[src/rtl/ssi_params.svh]
// Purpose: constants for the safety status interrupt block
// Assumes: plain register port, byte offsets as printed
// Notes: types live in ssi_pkg
`ifndef SSI_PARAMS_SVH
`define SSI_PARAMS_SVH
`define SSI_ADDR_ENABLE 16'hf050
`define SSI_ADDR_STATUS 16'hf052
`define SSI_ADDR_CLEAR 16'hf054
`define SSI_ADDR_CLEAR_HI 16'hf055
`define SSI_ADDR_MASK 16'hf056
`define SSI_ADDR_LOOPBACK 16'hf058
`define SSI_ADDR_PARITY 16'hf05a
`define SSI_ADDR_CAUSE 16'hf05c
`define SSI_BIT_PARITY 0
`define SSI_BIT_CRC 1
`define SSI_BIT_FLASH 2
`define SSI_BIT_REREQ 15
`define SSI_BIT_PARFLAG 7
`define SSI_BIT_CFGROM 12
`define SSI_SEG_MASK 4'h7
`define SSI_ROM_END 20'h7ffff
`define SSI_START_256K 20'h3ffc0
`define SSI_START_192K 20'h2ffc0
`define SSI_START_160K 20'h27fc0
`define SSI_START_96K 20'h17fc0
`define SSI_START_64K 20'h0ffc0
`define SSI_RESET_PULSE 4'h4
`endif

[src/rtl/ssi_pkg.sv]
// Purpose: types for the safety status interrupt block
// Assumes: nothing
// Notes: constants sit in ssi_params.svh
package ssi_pkg;
    typedef enum logic [2:0] {
        SSI_MEM_256K = 3'h0,
        SSI_MEM_192K = 3'h1,
        SSI_MEM_160K = 3'h2,
        SSI_MEM_96K = 3'h3,
        SSI_MEM_64K = 3'h4
    } ssi_mem_e;
    typedef enum logic [1:0] {
        SSI_RUN = 2'h0,
        SSI_FIRE = 2'h1,
        SSI_HOLD = 2'h2
    } ssi_rom_e;
endpackage

[src/rtl/ssi_rom_guard.sv]
// Purpose: watches the fetch address for unused ROM execution
// Assumes: pc and segment come from core logic on core_clk
// Notes: pulse length is a small fixed count
`timescale 1ns/1ns
`include "ssi_params.svh"
module ssi_rom_guard
    import ssi_pkg::*;
#(
    parameter ssi_mem_e MEM_SIZE = SSI_MEM_256K
) (
    input wire logic core_clk,
    input wire logic reset_n,
    input wire logic enable,
    input wire logic fetchValid,
    input wire logic [3:0] codeSegment,
    input wire logic [15:0] programCounter,
    output logic romReset
);
    typedef struct packed {
        ssi_rom_e state;
        logic [3:0] count;
        logic pulse;
    } ssi_guard_s;
    ssi_guard_s cur;
    ssi_guard_s next_cur;
    logic [19:0] fetchAddr;
    logic [19:0] regionStart;
    logic inRegion;

    always_comb begin
        case (MEM_SIZE)
            SSI_MEM_256K: regionStart = `SSI_START_256K;
            SSI_MEM_192K: regionStart = `SSI_START_192K;
            SSI_MEM_160K: regionStart = `SSI_START_160K;
            SSI_MEM_96K: regionStart = `SSI_START_96K;
            SSI_MEM_64K: regionStart = `SSI_START_64K;
            default: regionStart = `SSI_START_256K;
        endcase
    end

    // segment bit 3 has no meaning, so it is dropped before compare
    assign fetchAddr = {codeSegment & `SSI_SEG_MASK, programCounter};
    assign inRegion = fetchValid && fetchAddr >= regionStart
        && fetchAddr <= `SSI_ROM_END;

    always_comb begin
        next_cur = cur;
        next_cur.pulse = 1'b0;
        case (cur.state)
            SSI_RUN: begin
                if (enable && inRegion) begin
                    next_cur.state = SSI_FIRE;
                    next_cur.count = `SSI_RESET_PULSE;
                    next_cur.pulse = 1'b1;
                end
            end
            SSI_FIRE: begin
                next_cur.pulse = 1'b1;
                next_cur.count = cur.count - 4'h1;
                if (cur.count == 4'h1) begin
                    next_cur.state = SSI_HOLD;
                    next_cur.pulse = 1'b0;
                end
            end
            SSI_HOLD: begin
                // wait for the fetch to leave before arming again
                if (!inRegion) begin
                    next_cur.state = SSI_RUN;
                end
            end
            default: next_cur.state = SSI_RUN;
        endcase
    end

    always_ff @(posedge core_clk or negedge reset_n) begin
        if (!reset_n) begin
            cur <= '{state: SSI_RUN, count: 4'h0, pulse: 1'b0};
        end else begin
            cur <= next_cur;
        end
    end

    assign romReset = cur.pulse;
endmodule

[src/rtl/ssi_safety_irq.sv]
// Purpose: safety event status, enable, clear and request logic
// Assumes: events are one-cycle pulses on core_clk
// Notes: cause flag survives only resets other than reset_n
//
// Design decision made here: the plain strobed port.
`timescale 1ns/1ns
`include "ssi_params.svh"
module ssi_safety_irq
    import ssi_pkg::*;
#(
    parameter ssi_mem_e MEM_SIZE = SSI_MEM_256K,
    parameter int NUM_SERIAL = 16
) (
    input wire logic core_clk,
    input wire logic reset_n,
    input wire logic [15:0] regAddr,
    input wire logic [15:0] regWdata,
    input wire logic regWrite,
    input wire logic regRead,
    output logic [15:0] regRdata,
    input wire logic parityEvent,
    input wire logic crcDoneEvent,
    input wire logic flashDoneEvent,
    output logic safetyRequest,
    output logic irq,
    input wire logic [15:0] configWord0,
    input wire logic fetchValid,
    input wire logic [3:0] codeSegment,
    input wire logic [15:0] programCounter,
    output logic chipReset,
    input wire logic [NUM_SERIAL-1:0] serialTx,
    input wire logic [NUM_SERIAL-1:0] serialRxPin,
    input wire logic [NUM_SERIAL-1:0] portAltFunc,
    output logic [NUM_SERIAL-1:0] serialRx,
    output logic [NUM_SERIAL-1:0] serialTxPin
);
    if (NUM_SERIAL < 1 || NUM_SERIAL > 16) begin : g_bad_serial
        $error("NUM_SERIAL must be 1 to 16");
    end

    typedef struct packed {
        logic [2:0] enable;
        logic [2:0] status;
        logic [2:0] mask;
        logic parityFlag;
        logic causeRom;
        logic romEnable;
        logic cfgLoaded;
        logic request;
        logic irq;
        logic chipReset;
        logic [15:0] loopback;
        logic [15:0] rdata;
        logic [NUM_SERIAL-1:0] rx;
        logic [NUM_SERIAL-1:0] txPin;
        logic [NUM_SERIAL-1:0] rxSync1;
        logic [NUM_SERIAL-1:0] rxSync2;
    } ssi_state_s;
    ssi_state_s cur;
    ssi_state_s next_cur;
    logic romReset;
    logic [2:0] events;
    logic [2:0] clearBits;
    logic [2:0] setBits;
    logic reRequest;
    logic newEvent;
    wire [NUM_SERIAL-1:0] loopRx;
    wire [NUM_SERIAL-1:0] pinDrive;

    ssi_rom_guard #(
        .MEM_SIZE(MEM_SIZE)
    ) u_guard (
        .core_clk(core_clk),
        .reset_n(reset_n),
        .enable(cur.romEnable),
        .fetchValid(fetchValid),
        .codeSegment(codeSegment),
        .programCounter(programCounter),
        .romReset(romReset)
    );

    assign events = {flashDoneEvent, crcDoneEvent, parityEvent};
    assign clearBits = (regWrite && regAddr == `SSI_ADDR_CLEAR)
        ? regWdata[2:0] : 3'h0;
    assign reRequest = regWrite && ((regAddr == `SSI_ADDR_CLEAR
        && regWdata[`SSI_BIT_REREQ])
        || (regAddr == `SSI_ADDR_CLEAR_HI && regWdata[7]));
    // an event only sets its status bit when its enable is set; parityFlag is set regardless
    assign setBits = events & cur.enable;
    assign newEvent = |setBits;

    always_comb begin
        next_cur = cur;
        next_cur.request = 1'b0;
        next_cur.rdata = 16'h0;
        // set wins over a clear arriving in the same cycle
        next_cur.status = (cur.status & ~clearBits) | setBits;
        // of the events, only a first one from an all-zero status requests; a rerequest write also requests while status is non-zero
        if (newEvent && cur.status == 3'h0) begin
            next_cur.request = 1'b1;
        end
        if (reRequest && cur.status != 3'h0) begin
            next_cur.request = 1'b1;
        end
        if (parityEvent) begin
            next_cur.parityFlag = 1'b1;
        end else if (regWrite && regAddr == `SSI_ADDR_PARITY
                && regWdata[`SSI_BIT_PARFLAG]) begin
            next_cur.parityFlag = 1'b0;
        end
        // strap is caught once after reset release
        if (!cur.cfgLoaded) begin
            next_cur.cfgLoaded = 1'b1;
            next_cur.romEnable = configWord0[`SSI_BIT_CFGROM];
        end
        if (romReset) begin
            next_cur.causeRom = 1'b1;
        end else if (regWrite && regAddr == `SSI_ADDR_CAUSE
                && regWdata[0]) begin
            next_cur.causeRom = 1'b0;
        end
        next_cur.chipReset = romReset;
        if (regWrite) begin
            case (regAddr)
                `SSI_ADDR_ENABLE: next_cur.enable = regWdata[2:0];
                `SSI_ADDR_MASK: next_cur.mask = regWdata[2:0];
                `SSI_ADDR_LOOPBACK: next_cur.loopback = regWdata;
                default: ;
            endcase
        end
        if (regRead) begin
            case (regAddr)
                `SSI_ADDR_ENABLE: next_cur.rdata = {13'h0, cur.enable};
                `SSI_ADDR_STATUS: next_cur.rdata = {13'h0, cur.status};
                `SSI_ADDR_CLEAR: next_cur.rdata = 16'h0;
                `SSI_ADDR_MASK: next_cur.rdata = {13'h0, cur.mask};
                `SSI_ADDR_LOOPBACK: next_cur.rdata = cur.loopback;
                `SSI_ADDR_PARITY:
                    next_cur.rdata = {8'h0, cur.parityFlag, 7'h0};
                `SSI_ADDR_CAUSE: next_cur.rdata = {15'h0, cur.causeRom};
                default: next_cur.rdata = 16'h0;
            endcase
        end
        next_cur.irq = |(next_cur.status & cur.mask);
        next_cur.rxSync1 = serialRxPin;
        next_cur.rxSync2 = cur.rxSync1;
        next_cur.rx = loopRx;
        next_cur.txPin = pinDrive;
    end

    // loopback per serial unit; pin drive still follows port function
    for (genvar i = 0; i < NUM_SERIAL; i++) begin : g_loop
        assign loopRx[i] = cur.loopback[i] ? serialTx[i]
            : cur.rxSync2[i];
        assign pinDrive[i] = portAltFunc[i] & serialTx[i];
    end

    always_ff @(posedge core_clk or negedge reset_n) begin
        if (!reset_n) begin
            cur <= '0;
            cur.txPin <= '1;
            cur.rx <= '1;
        end else begin
            cur <= next_cur;
        end
    end

    assign regRdata = cur.rdata;
    assign safetyRequest = cur.request;
    assign irq = cur.irq;
    assign chipReset = cur.chipReset;
    assign serialRx = cur.rx;
    assign serialTxPin = cur.txPin;
endmodule

[config.mk]
export PLATFORM = sky130hd
export DESIGN_NAME = ssi_safety_irq
export DESIGN_NICKNAME = d
export VERILOG_FILES = /design/src/rtl/ssi_pkg.sv /design/src/rtl/ssi_rom_guard.sv /design/src/rtl/ssi_safety_irq.sv
export VERILOG_INCLUDE_DIRS = /design/src /design/src/rtl
export SDC_FILE = /design/constraint.sdc
export NUM_CORES = 1
export LEC_CHECK = 0
export BUFFER_PORTS_ARGS = -buffer_cell sky130_fd_sc_hd__buf_2
export CAP_MARGIN = 0
export CORE_MARGIN = 5
export CORE_UTILIZATION = 30
export CTS_CLUSTER_SIZE = 40
export DETAILED_ROUTE_END_ITERATION = 7
export SKIP_CTS_REPAIR_TIMING = 1
export SYNTH_ARGS = -nofsm -noshare
export SYNTH_HDL_FRONTEND = slang
export SYNTH_SLANG_ARGS = --single-unit
export TNS_END_PERCENT = 100
[constraint.sdc]
create_clock -name core_clk -period 2 [get_ports core_clk]
set_clock_uncertainty 0.05 [all_clocks]
set_input_delay 0.3 -clock core_clk [delete_from_list [all_inputs] [get_ports core_clk]]
set_output_delay 0.3 -clock core_clk [all_outputs]
set_load 0.01 [all_outputs]
==> flow_summary.json, run 1 <==
{
  "required_ns": 2.29,
  "hold_viol_final": 0,
  "stdcell_count": 718,
  "slew_headroom_pct": 64.6,
  "rsz0062_at_grt": "no",
  "fillerInstances": 1517,
  "rr_worst_depth": 4,
  "synth-seq-cells": 119,
  "cap_violations": 0,
  "hold_depth": 2,
  "dieArea_um2": 18500,
  "rrSetupSlack_ns": 0.45,
  "syn_to_final_growth_pct": 32.2,
  "die_width_um": 136,
  "ys.warnings.count": 0,
  "drtAntennaViolNets": 0,
  "worstSetupStartpointType": "input pin",
  "slew_viol_final": 0,
  "slowest_stage": "or4_4",
  "fp.dieH_um": 136,
  "ioPinCount": 175,
  "slowest_delay_ns": 0.58,
  "drive_gt1_share_pct": 49.8,
  "p_leak_uw": 0.00307,
  "root_buffer": "clkbuf_16",
  "clk_pin_slew_ns": 0.06,
  "crit_cells": 6,
  "worstPathCellList": "buf_2 > or4b_4 > or4_4 > nor4_4 > buf_12 > and2_1",
  "synth_edf_count": 0,
  "cp_top_family": "simple AND/OR/NAND/NOR gates",
  "clock.fmax_ghz": 0.567,
  "fin_area_um2": 6290,
  "grt_use_total_pct": 11.9,
  "syn_inst": 346,
  "fin_crit_sh_pct": 88.1,
  "post-route-min-period_ns": 1.76,
  "crit_fanout": 12,
  "ir_drop_v": 0.000517,
  "endpoint_kind": "flop",
  "nets": 615,
  "wl_per_cell_um": 14.4,
  "status": "complete, no violations",
  "floorplan.initialDensity_pct": 30.3,
  "grt_pass1_wl_um": 16600,
  "diodes": 0,
  "syn-mean-instance-area_um2": 13.7,
  "port_buffers": 152,
  "setup_ws_ns": 0.237,
  "setup_viol": 0,
  "hold_path_class": "in -> reg",
  "drc_errors": 0,
  "first_global_vias": 3327,
  "antenna_found_initial": 1,
  "drt_pass1_iterations": 4,
  "tightest_slew_ns": 0.527,
  "critPathArrivalTime_ns": 2.06,
  "syn-cell-area_um2": 4750,
  "htreeDepth": 4,
  "dp_hpwl_um": 7750,
  "cts_buffer_depth": 2,
  "dr_total_vias": 3099,
  "insertion_delay_ns": 0.41,
  "synth_nets": 472,
  "synthFlopType": "dfrtp_1",
  "grt_max_degree": 48,
  "async_flop_share_pct": 100,
  "critical_path_class": "in -> reg",
  "core_um2": 15700,
  "power_density_nw_per_um2": 997,
  "wirelength_um": 10400,
  "post_dp_cell_area_um2": 5510,
  "dpl_worst_slack_ns": -0.190,
  "floorplan.rows": 46,
  "crit_buf_inv": 2,
  "numClockSinks": 119,
  "dp.cells": 669,
  "cts_inserted_buffers": 17,
  "drtIter0Drc": 171,
  "grt_remaining_overflow": 0,
  "yosys.cell_types.count": 46,
  "globalplace.congestion": 0.824,
  "via_per_inst": 4.32,
  "cts_tree": "yes",
  "utilization_pct": 40.0,
  "yosysSeqAreaShare_pct": 63.5
}
## final cells by class
type,count,area [um^2],share of cell area (%)
multi-input combinational,166,1330,21.1
inverter,7,26.3,0.418
sequential,119,3020,48.0
timing repair buffer,178,1040,16.5
clock inverter,9,118,1.87
tap,216,270,4.30
clock buffer,23,488,7.76
## cell families (layout without fill, tap and decap cells)
logic type | after synthesis | count (layout) | share of synthesized area, %
AO/OA/AOI/OAI | 36 | 36 | 5.03
XOR/XNOR | 1 | 1 | 0.184
adder cells (fa/ha/maj) | 2 | 2 | 0.526
buffers and inverters | 61 | 217 | 8.71
flip-flops | 119 | 119 | 63.5
multiplexers | 46 | 46 | 10.7
other | 1 | 1 | 0.0789
AND/OR/NAND/NOR | 80 | 80 | 11.2
## layout by cell type, fill, tap and decap left out, drive strengths merged, types with 7 or more instances in the layout
cell type	count
dfstp	32
dfrtp	87
a21oi	7
nand3	7
inv	7
buf	161
dlygate4sd3	17
mux2	40
and2	28
o21ai	8
nor2	7
clkbuf	23
## Yosys cell counts (all sizes together), types with 2 or more instances
| master | instances | share of area (%) |
|---|---|---|
| a31oi | 4 | 0.53 |
| a21o | 6 | 0.95 |
| nand4 | 3 | 0.39 |
| inv | 7 | 0.55 |
| nor2b | 4 | 0.53 |
| buf | 50 | 7.8 |
| nor3 | 3 | 0.32 |
| nor4 | 3 | 1.0 |
| nor3b | 2 | 0.42 |
| nand2 | 5 | 0.39 |
| dfrtp | 87 | 46 |
| o21ai | 8 | 0.84 |
| a41oi | 2 | 0.37 |
| a21oi | 7 | 0.74 |
| and2 | 28 | 3.7 |
| ha | 2 | 0.53 |
| o22ai | 2 | 0.26 |
| nand4bb | 2 | 0.47 |
| clkbuf | 4 | 0.32 |
| nand2b | 4 | 0.53 |
| nor2 | 7 | 0.55 |
| mux2i | 6 | 1.3 |
| dfstp | 32 | 18 |
| nand4b | 3 | 0.55 |
| and3 | 4 | 0.53 |
| mux2 | 40 | 9.5 |
| nand3 | 7 | 0.84 |
## metrics by stage
step / TNS [ns] / hold WS (ns) / power [uW]
5_1_grt: 0 / 0.0267 / 6570
2_1_floorplan: 0 / -0.0456 / 3000
4_1_cts: 0 / -0.215 / 6340
6_report: 0 / 0.0466 / 6270
3_5_place_dp: -3.42 / 0.233 / 3250
3_3_place_gp: -2.92 / 0.220 / 3220
## per-layer routing
layer | global-route usage, % | vias to the layer above | routed length [um]
li1 | - | 1436 | -
met3 | 5.11 | 19 | 748
met5 | 0 | - | 7
met1 | 13.4 | 1540 | 4230
met4 | 5.21 | 2 | 210
met2 | 19.6 | 102 | 5170
## where the power goes
group / switching, uW / leakage, uW / internal, uW / total (uW)
Clock: 1070 / 0.000286 / 1970 / 3040
Combinational: 270 / 0.00134 / 285 / 555
Sequential: 92.7 / 0.00145 / 2580 / 2670
## flip-flops by register name (all words and copies together), names as in the netlist
| signal | count |
|---|---|
| cur | 61 |
| regRdata | 16 |
| serialRx | 16 |
| serialTxPin | 16 |
| u_guard.cur | 6 |
| chipReset | 1 |
| irq | 1 |
| safetyRequest | 1 |
| u_guard.romReset | 1 |
## final timing paths
check | end | start
worst max-delay path | regRdata[11] | regAddr[5]
worst min-delay path | cur[91] | regWdata[11]
worst max register to register | irq | cur[110]
worst min register to register | cur[2] | cur[18]
max in group asynchronous | serialTxPin[2] | reset_n
min in group asynchronous | cur[14] | reset_n
Power figures use the tool's default switching activity.
==> inputs of run 2 (changes only) <==
--- a/config.mk
+++ b/config.mk
@@ -9,10 +9,12 @@
 export BUFFER_PORTS_ARGS = -buffer_cell sky130_fd_sc_hd__buf_2
 export CAP_MARGIN = 0
 export CORE_MARGIN = 5
-export CORE_UTILIZATION = 30
+export CORE_UTILIZATION = 53
 export CTS_CLUSTER_SIZE = 40
 export DETAILED_ROUTE_END_ITERATION = 7
+export PLACE_DENSITY = 0.85
 export SKIP_CTS_REPAIR_TIMING = 1
+export SLEW_MARGIN = 20
 export SYNTH_ARGS = -nofsm -noshare
 export SYNTH_HDL_FRONTEND = slang
 export SYNTH_SLANG_ARGS = --single-unit
==> constraint.sdc (replaced) <==
create_clock -name core_clk -period 2.2 [get_ports core_clk]
set_clock_uncertainty 0.05 [all_clocks]
set_input_delay 0.33 -clock core_clk [delete_from_list [all_inputs] [get_ports core_clk]]
set_output_delay 0.33 -clock core_clk [all_outputs]
set_load 0.01 [all_outputs]
==> flow_summary.json, run 2 (synthesized netlist as in run 1, its figures left out) <==
{
  "hold_viol_final": 0,
  "worstReg2RegStart": "cur[110]",
  "fin_crit_sh_pct": 79.4,
  "clock.fmax_ghz": 0.573,
  "dieArea_um2": 11000,
  "grt_remaining_overflow": 0,
  "nets": 642,
  "layout_commonest_cell": "buf_2",
  "via_per_inst": 5.02,
  "required_ns": 2.58,
  "clk_pin_slew_ns": 0.06,
  "ir_drop_v": 0.000654,
  "worstSetupStartpointType": "input pin",
  "hold_depth": 2,
  "floorplan.rows": 34,
  "dp_hpwl_um": 7270,
  "utilization_pct": 73.4,
  "cp-startpoint": "regAddr[5]",
  "top_register": "cur",
  "critical_path_class": "in -> reg",
  "first_global_vias": 3310,
  "grt_use_total_pct": 17.8,
  "wl_per_cell_um": 16.1,
  "wirelength_um": 10300,
  "setup_viol": 0,
  "drtIter0Drc": 191,
  "final_cell_mix": "buf_2, dfrtp_1, dlygate4sd3_1, dfstp_2, and2_1",
  "stdcell_count": 637,
  "globalplace.congestion": 0.948,
  "critPathArrivalTime_ns": 2.13,
  "cap_violations": 0,
  "tightest_slew_ns": 0.635,
  "rr_worst_depth": 4,
  "post-route-min-period_ns": 1.75,
  "root_buffer": "clkbuf_8",
  "antenna_found_initial": 0,
  "dp.cells": 560,
  "grt_pass1_wl_um": 15500,
  "core_um2": 8720,
  "min_from": "regWdata[3]",
  "ioPinCount": 175,
  "die_width_um": 105,
  "diodes": 0,
  "cts_inserted_buffers": 17,
  "rsz0062_at_grt": "no",
  "drc_errors": 0,
  "endpoint_kind": "flop",
  "fp.dieH_um": 105,
  "power_density_nw_per_um2": 884,
  "crit_fanout": 12,
  "port_buffers": 152,
  "htreeDepth": 4,
  "cts_tree": "yes",
  "cts_buffer_depth": 2,
  "floorplan.initialDensity_pct": 54.5,
  "dpl_worst_slack_ns": -0.0260,
  "largest_register_ffs": 61,
  "status": "complete, no violations",
  "drt_pass1_iterations": 5,
  "slew_viol_final": 0,
  "setup_ws_ns": 0.454,
  "drive_gt1_share_pct": 47.3,
  "slew_headroom_pct": 57.3,
  "drtAntennaViolNets": 0,
  "numClockSinks": 119,
  "syn_to_final_growth_pct": 34.6,
  "insertion_delay_ns": 0.50,
  "hold_path_class": "in -> reg",
  "dr_total_vias": 3196,
  "p_leak_uw": 0.00318,
  "grt_max_degree": 47
}
[run 2: cell type report]
| cell class | instances | area (um^2) |
|---|---|---|
| Clock buffer | 20 | 445 |
| Clock inverter | 12 | 141 |
| Fill cell | 576 | 2320 |
| Inverter | 7 | 26.3 |
| Multi-Input combinational cell | 166 | 1320 |
| Sequential cell | 119 | 3020 |
| Tap cell | 108 | 135 |
| Timing Repair Buffer | 205 | 1310 |
[run 2: path summary, 6_finish.rpt]
kind                                endpoint  slack (ns)
worst min-delay path                 cur[83]       0.003
worst max-delay path            regRdata[10]        0.45
worst min register to register       cur[15]        0.29
worst max register to register           irq        0.69
min in group asynchronous            cur[26]        0.30
max in group asynchronous        serialRx[1]        1.12
[run 2: power breakdown]
| part | internal [uW] | switching (uW) |
|---|---|---|
| Combinational | 293 | 255 |
| Clock | 1690 | 989 |
| Sequential | 2340 | 84.2 |
| Total | 4330 | 1330 |
[run 2: critical path, stage by stage]
cell and delay [ns]:
buf_2 0.09, or4b_4 0.58, or4_4 0.53, nor4_4 0.21, buf_4 0.22, and2_1 0.17
[run 2: metal layers]
| layer | vias up | GRT usage [%] | part of all wire [%] |
|---|---|---|---|
| met3 | 10 | 4.87 | 5.8 |
| met4 | 0 | 8.58 | 1.3 |
| met2 | 104 | 29.9 | 55 |
| met1 | 1589 | 21.4 | 38 |
| met5 | - | 0 | 0 |
| li1 | 1493 | - | - |
[run 2: through the flow]
step / cell area, um^2 / TNS (ns) / hold slack, ns / power (uW)
floorplan: 4750 / 0 / -0.0156 / 2730
global placement: 5360 / 0 / 0.264 / 2920
detailed placement: 5360 / -0.218 / 0.284 / 2950
CTS: 5950 / 0 / -0.260 / 5650
global route: 6400 / 0 / -0.00565 / 5900
finish: 6400 / 0 / 0.00308 / 5650
